<file path="src/hdl/sleep_pkg.sv">
// Package: constants, register map and state type of the power-down controller.
// Assumes a single 200 MHz clock and the classic Wishbone register bus.
`default_nettype none
package sleep_pkg;
  // Bus widths
  localparam int ADR_W  = 16;
  localparam int DAT_W  = 32;
  localparam int SEL_W  = 4;
  localparam int PC_W   = 13;
  localparam int N_WAKE = 9;                // Wake-capable peripheral flags
  localparam int N_SYNC = N_WAKE + 5;       // All pin inputs through synchronisers
  // Register indices; byte address is four times the index
  localparam logic [ADR_W-1:0] CFG_IDX  = 16'h2007;
  localparam logic [ADR_W-1:0] OPT_IDX  = 16'h0081;
  localparam logic [ADR_W-1:0] STAT_IDX = 16'h0003;
  localparam logic [ADR_W-1:0] IRQC_IDX = 16'h000b;
  localparam logic [ADR_W-1:0] PIE_IDX  = 16'h008c;
  // Field positions
  localparam int STAT_PD_BIT  = 3;
  localparam int STAT_TO_BIT  = 4;
  localparam int CFG_WATCHDOG_ENABLE_FUSE_BIT = 2;
  localparam int CFG_FOSC_LO  = 0;
  localparam int OPT_PSA_BIT  = 3;
  localparam int OPT_PS_LO    = 0;
  localparam int GIE_BIT      = 7;
  localparam int PEIE_BIT     = 6;
  localparam int INTE_BIT     = 4;
  localparam int RBIE_BIT     = 3;
  // Reset values and encodings
  localparam logic [7:0]        CFG_RST  = 8'hff;
  localparam logic [7:0]        OPT_RST  = 8'hff;
  localparam logic [7:0]        IRQC_RST = 8'h00;
  localparam logic [N_WAKE-1:0] PIE_RST  = 9'h000;
  localparam logic [1:0]        FOSC_RC  = 2'h3;
  localparam logic [PC_W-1:0]   IRQ_VECTOR = 13'h0004;
  localparam logic [PC_W-1:0]   PC_STEP    = 13'h0001;
  // Oscillator start-up delay
  localparam int OST_OSC_PERIODS = 1024;
  localparam int OSC_PERIOD_NS   = 5;
  localparam int CLK_PERIOD_NS   = 5;
  localparam int OST_CYCLES =
    (OST_OSC_PERIODS * OSC_PERIOD_NS + CLK_PERIOD_NS - 1) / CLK_PERIOD_NS;
  localparam int OST_W = 11;
  localparam logic [OST_W-1:0] OST_LAST = OST_W'(OST_CYCLES - 1);
  localparam logic [OST_W-1:0] OST_ONE  = 11'h001;
  // Watchdog widths
  localparam int WDT_W = 8;
  localparam int PRE_W = 8;
  // Power states
  typedef enum logic [1:0] {ST_RUN, ST_SLEEP, ST_OST, ST_RESUME} pwr_state_t;
  // Byte address of a register index
  function automatic logic [ADR_W-1:0] byte_adr(input logic [ADR_W-1:0] idx);
    byte_adr = {idx[ADR_W-3:0], 2'b00};
  endfunction
endpackage
`default_nettype wire

</file>
<file path="src/hdl/wdt_if.sv">
// Interface: control and status between the controller and its watchdog.
// Assumes both ends run on the same clock.
`default_nettype none
interface wdt_if;
  logic       clear;     // Clear count and prescaler
  logic       enable;    // Watchdog enable fuse
  logic       prescaler_assign;       // Prescaler assigned to the watchdog
  logic [2:0] ps;        // Prescale select
  logic       tick;      // Synchronised RC oscillator level
  logic       timeout;   // One-cycle time-out pulse
  modport ctrl (output clear, enable, prescaler_assign, ps, tick, input timeout);
  modport wdt  (input clear, enable, prescaler_assign, ps, tick, output timeout);
endinterface
`default_nettype wire

</file>
<file path="src/hdl/sleep_wakeup_controller.sv">
// Power-down controller: sleep entry, wake-up, flags, interrupt vectoring.
// Assumes the instruction sequencer on clk_i and asynchronous pin inputs.
// Functional notes
// Sleep clears watchdog, clears pd, sets to.
// Oscillator driver off while asleep.
// Pins hold their state while asleep.
// Master-clear pin held high to stay asleep.
// Wake on master clear, watchdog, interrupt.
// Master clear resets; others resume execution.
// Power-up sets pd; sleep clears it.
// Watchdog wake-up clears the to flag.
// Listed peripheral interrupts can wake device.
// Other peripherals masked while asleep.
// Sleep prefetches the next program address.
// Wake needs individual enable, ignores global.
// Global enable set: next instruction, then vector.
// Software may put a no-op after sleep.
// Pending interrupt turns sleep into no-op.
// Interrupt during sleep: finish it, wake.
// Software clears watchdog before sleep.
// Interrupt clears global enable, pushes, vectors.
// Running time-out resets; asleep time-out wakes.
// Watchdog clear and sleep clear watchdog.
// Crystal wake waits for oscillator start-up; a master-clear wake here goes straight to ST_RUN with the clock on at once.
//
// The Wishbone interface to the registers was decided locally.
`default_nettype none
module sleep_wakeup_controller (
  input  wire logic                          clk_i,
  input  wire logic                          srst_i,
  input  wire logic                          wb_cyc_i,
  input  wire logic                          wb_stb_i,
  input  wire logic                          wb_we_i,
  input  wire logic [sleep_pkg::ADR_W-1:0]   wb_adr_i,
  input  wire logic [sleep_pkg::SEL_W-1:0]   wb_sel_i,
  input  wire logic [sleep_pkg::DAT_W-1:0]   wb_dat_i,
  output logic      [sleep_pkg::DAT_W-1:0]   wb_dat_o,
  output logic                               wb_ack_o,
  input  wire logic                          sleep_exec_i,
  input  wire logic                          wdt_clear_i,
  input  wire logic                          instr_done_i,
  input  wire logic [sleep_pkg::PC_W-1:0]    pc_i,
  input  wire logic                          master_clear_pin_n_i,
  input  wire logic                          ext_int_flag_i,
  input  wire logic                          port_b_change_i,
  input  wire logic [sleep_pkg::N_WAKE-1:0]  wake_periph_flag_i,
  input  wire logic                          other_periph_flag_i,
  input  wire logic                          wdt_rc_tick_i,
  output logic                               osc_drive_en_o,
  output logic                               core_clk_en_o,
  output logic                               pin_hold_o,
  output logic                               device_reset_o,
  output logic      [sleep_pkg::PC_W-1:0]    prefetch_addr_o,
  output logic                               vector_load_o,
  output logic      [sleep_pkg::PC_W-1:0]    vector_addr_o,
  output logic                               stack_push_o,
  output logic      [sleep_pkg::PC_W-1:0]    return_addr_o
);
  import sleep_pkg::*;

  wdt_if wd ();                                   // Watchdog link
  logic [N_SYNC-1:0] sync_w;                      // Synchronised pins
  logic              master_clear_pin_low, ext_s, rbc_s, oth_s;
  logic [N_WAKE-1:0] per_s;

  // Pin synchronisers
  pin_sync #(.WIDTH(N_SYNC)) u_sync (
    .clk_i   (clk_i),
    .srst_i  (srst_i),
    .async_i ({wdt_rc_tick_i, other_periph_flag_i, wake_periph_flag_i,
               port_b_change_i, ext_int_flag_i, ~master_clear_pin_n_i}),
    .sync_o  (sync_w)
  );
  assign master_clear_pin_low = sync_w[0];
  assign ext_s    = sync_w[1];
  assign rbc_s    = sync_w[2];
  assign per_s    = sync_w[N_WAKE+2:3];
  assign oth_s    = sync_w[N_WAKE+3];

  // Watchdog
  watchdog_core u_wdt (
    .clk_i  (clk_i),
    .srst_i (srst_i),
    .w      (wd.wdt)
  );

  pwr_state_t        state_reg, state_next;       // Power state
  logic              pd_reg, pd_next;             // Power-down flag
  logic              to_reg, to_next;             // Time-out flag
  logic [7:0]        cfg_reg, cfg_next;           // Configuration word
  logic [7:0]        opt_reg, opt_next;           // Option settings
  logic [7:0]        irqc_reg, irqc_next;         // Interrupt control
  logic [N_WAKE-1:0] pie_reg, pie_next;           // Peripheral enables
  logic [OST_W-1:0]  ost_reg, ost_next;           // Start-up counter
  logic              vecp_reg, vecp_next;         // Vector after next instruction
  logic              ack_reg, ack_next;           // Bus acknowledge
  logic [DAT_W-1:0]  rdat_reg, rdat_next;         // Bus read data
  logic [PC_W-1:0]   pref_reg, pref_next;         // Prefetch address
  logic [PC_W-1:0]   ret_reg, ret_next;           // Return address
  logic              rst_reg, rst_next;           // Device reset pulse
  logic              vec_reg, vec_next;           // Vector load pulse
  logic              osc_reg, osc_next;           // Oscillator driver on
  logic              clk_reg, clk_next;           // Instruction clock on
  logic              hold_reg, hold_next;         // Pin hold
  logic              wake_pend, irq_pend, crystal, bus_req, bus_wr;

  // Enabled interrupt sources; globals do not gate wake-up
  always_comb begin
    wake_pend = (ext_s & irqc_reg[INTE_BIT]) | (rbc_s & irqc_reg[RBIE_BIT])
              | (irqc_reg[PEIE_BIT] & |(per_s & pie_reg));
    // Non-wake peripherals only count while the clock runs
    irq_pend  = wake_pend | (irqc_reg[PEIE_BIT] & oth_s & (state_reg == ST_RUN));
    crystal   = cfg_reg[CFG_FOSC_LO +: 2] != FOSC_RC;
    bus_req   = wb_cyc_i & wb_stb_i;
    bus_wr    = bus_req & ack_reg & wb_we_i & wb_sel_i[0];
  end

  // Next-state logic of the power sequence and the register file
  always_comb begin
    state_next = state_reg;
    pd_next    = pd_reg;
    to_next    = to_reg;
    cfg_next   = cfg_reg;
    opt_next   = opt_reg;
    irqc_next  = irqc_reg;
    pie_next   = pie_reg;
    ost_next   = ost_reg;
    vecp_next  = vecp_reg;
    pref_next  = pref_reg;
    ret_next   = ret_reg;
    rst_next   = 1'b0;
    vec_next   = 1'b0;
    wd.clear   = wdt_clear_i;
    // Register writes take effect at the acknowledging edge
    if (bus_wr) begin
      unique case (wb_adr_i)
        byte_adr(CFG_IDX):  cfg_next  = wb_dat_i[7:0];
        byte_adr(OPT_IDX):  opt_next  = wb_dat_i[7:0];
        byte_adr(IRQC_IDX): irqc_next = wb_dat_i[7:0];
        byte_adr(PIE_IDX): begin
          pie_next[7:0] = wb_dat_i[7:0];
          if (wb_sel_i[1]) begin
            pie_next[N_WAKE-1] = wb_dat_i[N_WAKE-1];
          end
        end
        default: ;                                    // Unmapped: ignored
      endcase
    end
    unique case (state_reg)
      // Running: resets, sleep entry and normal interrupts
      ST_RUN: begin
        if (wd.timeout) begin                         // Time-out resets
          to_next  = 1'b0;
          rst_next = 1'b1;
          irqc_next[GIE_BIT] = 1'b0;
        end else if (sleep_exec_i) begin
          if (!wake_pend) begin                       // Else acts as no-op
            wd.clear   = 1'b1;
            pd_next    = 1'b0;
            to_next    = 1'b1;
            pref_next  = pc_i + PC_STEP;
            state_next = ST_SLEEP;
          end
        end else if (irqc_reg[GIE_BIT] && irq_pend && instr_done_i) begin
          irqc_next[GIE_BIT] = 1'b0;
          vec_next = 1'b1;
          ret_next = pc_i;
        end
      end
      // Asleep: wait for one of the wake events
      ST_SLEEP: begin
        if (wd.timeout || wake_pend) begin
          if (wd.timeout) begin
            to_next = 1'b0;
          end
          vecp_next  = irqc_reg[GIE_BIT] & wake_pend;
          ost_next   = '0;
          state_next = crystal ? ST_OST : ST_RESUME;
        end
      end
      // Oscillator start-up delay before the clock is released
      ST_OST: begin
        ost_next = ost_reg + OST_ONE;
        if (ost_reg == OST_LAST) begin
          state_next = ST_RESUME;
        end
      end
      // Resumed: run the prefetched instruction, then maybe vector
      ST_RESUME: begin
        if (!vecp_reg) begin                          // In-line continue
          state_next = ST_RUN;
        end else if (instr_done_i) begin
          irqc_next[GIE_BIT] = 1'b0;
          vec_next   = 1'b1;
          ret_next   = pc_i;
          vecp_next  = 1'b0;
          state_next = ST_RUN;
        end
      end
    endcase
    // Master clear overrides state, pending vector and global enable: full reset, flags untouched
    if (master_clear_pin_low) begin
      rst_next   = 1'b1;
      vecp_next  = 1'b0;
      irqc_next[GIE_BIT] = 1'b0;
      state_next = ST_RUN;
    end
    osc_next  = state_next != ST_SLEEP;
    clk_next  = (state_next == ST_RUN) || (state_next == ST_RESUME);
    hold_next = (state_next == ST_SLEEP) || (state_next == ST_OST);
  end

  // Bus answer: one wait state, read data sampled on the request
  always_comb begin
    ack_next  = bus_req & ~ack_reg;
    rdat_next = rdat_reg;
    if (bus_req && !ack_reg) begin
      rdat_next = '0;                                 // Unmapped reads zero
      unique case (wb_adr_i)
        byte_adr(CFG_IDX):  rdat_next[7:0] = cfg_reg;
        byte_adr(OPT_IDX):  rdat_next[7:0] = opt_reg;
        byte_adr(IRQC_IDX): rdat_next[7:0] = irqc_reg;
        byte_adr(PIE_IDX):  rdat_next[N_WAKE-1:0] = pie_reg;
        byte_adr(STAT_IDX): begin
          rdat_next[STAT_PD_BIT] = pd_reg;
          rdat_next[STAT_TO_BIT] = to_reg;
        end
        default: ;
      endcase
    end
  end

  // Register all state
  always_ff @(posedge clk_i) begin
    if (srst_i) begin                                 // Power-up sets pd and to
      state_reg <= ST_RUN;
      pd_reg    <= 1'b1;
      to_reg    <= 1'b1;
      cfg_reg   <= CFG_RST;
      opt_reg   <= OPT_RST;
      irqc_reg  <= IRQC_RST;
      pie_reg   <= PIE_RST;
      ost_reg   <= '0;
      vecp_reg  <= 1'b0;
      ack_reg   <= 1'b0;
      rdat_reg  <= '0;
      pref_reg  <= '0;
      ret_reg   <= '0;
      rst_reg   <= 1'b0;
      vec_reg   <= 1'b0;
      osc_reg   <= 1'b1;
      clk_reg   <= 1'b1;
      hold_reg  <= 1'b0;
    end else begin
      state_reg <= state_next;
      pd_reg    <= pd_next;
      to_reg    <= to_next;
      cfg_reg   <= cfg_next;
      opt_reg   <= opt_next;
      irqc_reg  <= irqc_next;
      pie_reg   <= pie_next;
      ost_reg   <= ost_next;
      vecp_reg  <= vecp_next;
      ack_reg   <= ack_next;
      rdat_reg  <= rdat_next;
      pref_reg  <= pref_next;
      ret_reg   <= ret_next;
      rst_reg   <= rst_next;
      vec_reg   <= vec_next;
      osc_reg   <= osc_next;
      clk_reg   <= clk_next;
      hold_reg  <= hold_next;
    end
  end

  // Watchdog controls from the fuse and option settings
  assign wd.enable = cfg_reg[CFG_WATCHDOG_ENABLE_FUSE_BIT];
  assign wd.prescaler_assign    = opt_reg[OPT_PSA_BIT];
  assign wd.ps     = opt_reg[OPT_PS_LO +: 3];
  assign wd.tick   = sync_w[N_SYNC-1];

  // Outputs
  assign wb_ack_o        = ack_reg;
  assign wb_dat_o        = rdat_reg;
  assign osc_drive_en_o  = osc_reg;
  assign core_clk_en_o   = clk_reg;
  assign pin_hold_o      = hold_reg;
  assign device_reset_o  = rst_reg;
  assign prefetch_addr_o = pref_reg;
  assign vector_load_o   = vec_reg;
  assign vector_addr_o   = IRQ_VECTOR;
  assign stack_push_o    = vec_reg;
  assign return_addr_o   = ret_reg;
endmodule
`default_nettype wire

</file>
<file path="src/hdl/pin_sync.sv">
// Two-stage synchroniser bank for pin inputs.
// Assumes inputs are asynchronous to clk_i.
`default_nettype none
module pin_sync #(
  parameter int WIDTH = 1
) (
  input  wire logic             clk_i,
  input  wire logic             srst_i,
  input  wire logic [WIDTH-1:0] async_i,
  output logic      [WIDTH-1:0] sync_o
);
  logic [WIDTH-1:0] meta_reg;   // First stage, read only by second
  logic [WIDTH-1:0] stab_reg;   // Second stage

  // Shift the pins through two flops
  always_ff @(posedge clk_i) begin
    if (srst_i) begin
      meta_reg <= '0;
      stab_reg <= '0;
    end else begin
      meta_reg <= async_i;
      stab_reg <= meta_reg;
    end
  end
  assign sync_o = stab_reg;
endmodule
`default_nettype wire

</file>
<file path="src/hdl/watchdog_core.sv">
// Watchdog counter with optional prescaler, ticked by its RC oscillator.
// Assumes the tick level is already synchronised to clk_i.
`default_nettype none
module watchdog_core (
  input  wire logic clk_i,
  input  wire logic srst_i,
  wdt_if.wdt        w
);
  import sleep_pkg::*;
  logic [WDT_W-1:0] cnt_reg, cnt_next;     // Base count
  logic [PRE_W-1:0] pre_reg, pre_next;     // Prescaler count
  logic             tick_reg, tick_next;   // Last tick level
  logic             to_reg, to_next;       // Time-out pulse
  logic [PRE_W-1:0] mask;                  // Prescaler terminal mask
  logic             edge_seen, base_tick;

  // Count RC ticks, scale them and flag the wrap of the base count
  always_comb begin
    mask      = PRE_W'((9'h001 << w.ps) - 9'h001);
    edge_seen = w.tick & ~tick_reg;
    base_tick = edge_seen & (~w.prescaler_assign | ((pre_reg & mask) == mask));
    tick_next = w.tick;
    pre_next  = pre_reg;
    cnt_next  = cnt_reg;
    to_next   = 1'b0;
    if (!w.enable || w.clear) begin          // Clear keeps it running
      pre_next = '0;
      cnt_next = '0;
    end else if (edge_seen) begin
      pre_next = base_tick ? '0 : pre_reg + PRE_W'(1);
      if (base_tick) begin
        cnt_next = cnt_reg + WDT_W'(1);
        to_next  = &cnt_reg;
      end
    end
  end

  // Register watchdog state
  always_ff @(posedge clk_i) begin
    if (srst_i) begin
      cnt_reg  <= '0;
      pre_reg  <= '0;
      tick_reg <= 1'b0;
      to_reg   <= 1'b0;
    end else begin
      cnt_reg  <= cnt_next;
      pre_reg  <= pre_next;
      tick_reg <= tick_next;
      to_reg   <= to_next;
    end
  end
  assign w.timeout = to_reg;
endmodule
`default_nettype wire

</file>
<file path="config.mk">
export PLATFORM = sky130hd
export DESIGN_NAME = sleep_wakeup_controller
export DESIGN_NICKNAME = d
export VERILOG_FILES = /design/src/hdl/sleep_pkg.sv /design/src/hdl/wdt_if.sv /design/src/hdl/sleep_wakeup_controller.sv /design/src/hdl/pin_sync.sv /design/src/hdl/watchdog_core.sv
export SDC_FILE = /design/constraint.sdc
export NUM_CORES = 1
export LEC_CHECK = 0
export BUFFER_PORTS_ARGS = -buffer_cell sky130_fd_sc_hd__buf_2
export CORE_UTILIZATION = 35
export DETAILED_ROUTE_END_ITERATION = 8
export SLEW_MARGIN = 30
export SYNTH_ARGS = -nofsm -noshare
export SYNTH_HDL_FRONTEND = slang
export SYNTH_SLANG_ARGS = --single-unit
</file>
<file path="constraint.sdc">
create_clock -name clk_i -period 5.2 [get_ports clk_i]
set_clock_uncertainty 0.1 [all_clocks]
set_input_delay 1.04 -clock clk_i [delete_from_list [all_inputs] [get_ports clk_i]]
set_output_delay 1.04 -clock clk_i [all_outputs]
set_load 0.05 [all_outputs]
</file>
==> impl.org <==
** STA
- For the final routed database, the setup TNS stands at 0 ps.
- Final setup fails :: 0
- The final hold violation count is 0.
- Measured against its own limit, the worst slew margin works out to 0.365.
- Maximum operating frequency :: 0.329 GHz
- At the pin with the least slew margin, the transition time is about 950 ps.
- Post-route fraction of the period consumed by the critical path :: 0.585
- The number of max-slew violations in the final report was 0.
- Final critical delay including setup and external delays :: around 3000 ps
- Unrepaired setup endpoints after global routing :: false
- Setup ws final :: between 2000 and 2500 ps

** Layout
- Final standard cell count with taps included and fillers excluded :: approximately 1000
- Final core utilization :: 0.433
- Across the whole layout, storage elements account for 2700 µm².
- With fillers left out, the area of the finished cells amounts to approximately 7300 µm².
- Synth-to-Final Area Change :: 18.9%
- Fillcell total :: 1738
- Net count of the finished layout :: 869
- Proportion of layout cells with a drive suffix above 1 :: 0.201
- Leaving out fill and tap cells, the most frequent cell in the layout is dfxtp_1.
- Diode count :: 0
- Leading cell types in the layout, fill and taps excluded :: dfxtp_1 (135), buf_2 (103), nor2_1 (78)
- Multi-input gate area in the final layout :: approximately 3100 µm²

** Synth
- After synthesis, the mean cell area works out to 9.04 µm².
- Synthesis warning total :: 0
- In this run the cell area of the synthesized design comes to about 6000 µm².
- After synthesis, the netlist uses 70 different library cells.
- Flip-flop cell with the highest count after synthesis :: dfxtp_1
- Counting flops and latches in the post-synthesis netlist gives around 140.
- Sequential area share after synthesis :: 0.441
- Top cell type by total area after synthesis :: dfxtp_1
- Yosys mapped a number of flops with a built-in enable equal to 0.
- Async set-reset flop share out of synthesis :: 0
- Sorting the synthesized cells by area gives the leading types as dfxtp_1 (44%), mux2i_1 (6.5%), buf_4 (4.8%).
- Fraction of synthesized cell area taken by the top area cell type :: 0.441
- Synthesis produced a netlist whose cell count is approximately 680.

** Placed design
- In this run, placement finished with an instance count of between 900 and 1000.
- Detailed placement HPWL :: 9950 µm
- Before CTS, the worst setup slack after placement is between 1500 and 2000 ps.
- Port buffering added around 100 buffers.
- Routability-driven placement finished with a final weighted congestion of about 0.81.
- Area of placed instances :: 6650 µm²

** Floorplanning
- The initial utilization of the core area, before any placement, comes to 0.364.
- The floorplan step defined a die boundary enclosing ~18000 µm².
- The core region is approximately 17000 µm².
- From bottom edge to top edge, the die measures 134 µm.
- In this run the horizontal extent of the chip is between 100 and 150 µm.
- The floorplan has 47 rows.
- IO Pins :: about 170

** Run status
- Result of the run :: finished clean

** CTS
- The number of clock buffers added by TritonCTS is 17.
- Buffers inserted by post-CTS timing repair :: 0
- Clock Tree Root :: clkbuf_16
- Clock sink count :: 135
- CTS tree :: done
- Maximum root-to-sink buffer count :: 2
- Worst skew pair latency :: roughly 420 ps
- Clk pin slew, worst setup/hold paths :: around 60 ps
- Post-CTS resize count :: 0
- Number of H-tree levels :: 4
- Post-CTS Hold Buffers :: 0

** Setup path
- The signal on the critical path passes through buf_2 -> nor4_2 -> nand3_1 -> nor4_4 -> and2_1 -> nor2b_1 -> a211o_1.
- Peak fanout along the critical path :: 10
- Setup CP Type :: input pin to flip-flop
- On the critical path, the stage with the largest delay is an instance of and2_1.
- Data on the critical path arrives at its endpoint at ~3300 ps.
- STA puts the critical path data required time at between 5000 and 6000 ps.
- Largest stage delay, worst path :: approximately 540 ps
- Sort of element at the start of the critical path :: input pin
- Crit. End Element :: flip-flop

** Routing
- In the routed design, unresolved DRC markers number 0.
- Drt initial violations :: ~350
- Post-DR vias/cell :: just under 5
- Final wirelength :: 13900 µm
- Once detail routing completed, the nets flagged for antenna violations numbered 0.
- The detailed router placed around 4800 vias in this run.
- Post-DR wirelength/cell :: approximately 14 µm
- TritonRoute pass-1 iters :: 7

** Global routing
- The total overflow left after global routing is 0.
- Overall routing resource usage :: 0.159
- Entering global routing, the biggest net connects ~80 pins.
- The first global-routing pass estimated ~22000 µm of wire.
- Initial antenna violation count :: 0
- Number of global-route vias before repair :: between 4000 and 5000

** Run
- Max-cap violations in this run came to 0.

** Pwr
- In this run the power density over the cells is around 350 nW/µm².
- Peak supply drop :: about 0.25 mV
- Summed over all cells, the static leakage comes to 0.00296 µW.

** Hold path
- Min-Delay Path Class :: flip-flop to flip-flop
-- per-stage QoR --
step           hold slack (ps)  total power (µW)
4_1_cts                    337              2610
3_5_place_dp               322              1350
3_3_place_gp               317              1350
2_1_floorplan              314              1300
6_report                   335              2580
5_1_grt                    348              2680
-- metal layers --
| layer | GRT usage | share of wire |
|---|---|---|
| met3 | 0.0446 | 0.044 |
| met4 | 0.0599 | 0.018 |
| met1 | 0.213 | 0.49 |
| met2 | 0.243 | 0.45 |
| met5 | 0 | 0 |
-- final timing paths --
check,cells after the start,slack [ps],to,startpoint
setup reg to reg,8,2180,u_wdt.pre_reg[3],opt_reg[1]
setup / recovery,7,2160,opt_reg[0],wb_adr_i[6]
hold / removal,1,330,u_sync.sync_o[2],u_sync.meta_reg[2]
hold reg to reg,1,330,u_sync.sync_o[2],u_sync.meta_reg[2]
-- report_power, final --
group | leakage [µW] | switching, µW | total (µW) | internal, µW
sequential | 0.00110 | 12.4 | 1070 | 1060
combinational | 0.00155 | 193 | 256 | 62.4
clock | 0.000306 | 484 | 1250 | 766
total | 0.00296 | 690 | 2580 | 1890
-- cells in the mapped netlist, types with 3 or more instances --
| library cell | instances |
|---|---|
| buf_4 | 39 |
| or3_1 | 3 |
| mux2i_1 | 40 |
| nand2b_1 | 8 |
| nand3b_1 | 4 |
| a22oi_1 | 10 |
| nor4_1 | 5 |
| a21oi_1 | 30 |
| inv_1 | 11 |
| a222oi_1 | 6 |
| buf_2 | 3 |
| a211oi_1 | 17 |
| nand4b_1 | 3 |
| o21ai_0 | 7 |
| nor3_1 | 15 |
| clkbuf_1 | 15 |
| buf_1 | 3 |
| nand3_1 | 24 |
| o31ai_1 | 3 |
| and3_1 | 7 |
| nand4_1 | 8 |
| a31oi_1 | 4 |
| dfxtp_1 | 135 |
| xnor2_1 | 16 |
| a21o_1 | 6 |
| nor2b_1 | 35 |
| or4_1 | 3 |
| nand2_1 | 69 |
| nor2_1 | 78 |
| ha_1 | 10 |
| xor2_1 | 9 |
-- cell families (layout without fill, tap and decap cells) --
family	Yosys count	after routing	synth area share
adders and majority gates	10	10	0.0204
and+or+nand+nor	282	282	0.238
buffers and inverters	75	149	0.0731
other	2	36	0.00123
DFF	135	135	0.441
AOI/OAI and AO/OA	108	108	0.125
xor gates and xnor gates	25	25	0.0358
muxes	40	40	0.0654
-- layout make-up --
type,count,share of cell area
repair buffers,105,0.0729
clock buffers,17,0.0584
multi-input cells,501,0.427
well taps,220,0.0378
flip-flops and latches,135,0.371
clock inverters,15,0.0265
inverters,12,0.00619
-- critical path: cells and delay by family --
kind                   cells  cell delay [ps]
AO/OA/AOI/OAI              1              280
AND/OR/NAND/NOR            5             1840
buffers and inverters      1              100
(Power assumes the default switching activity.)
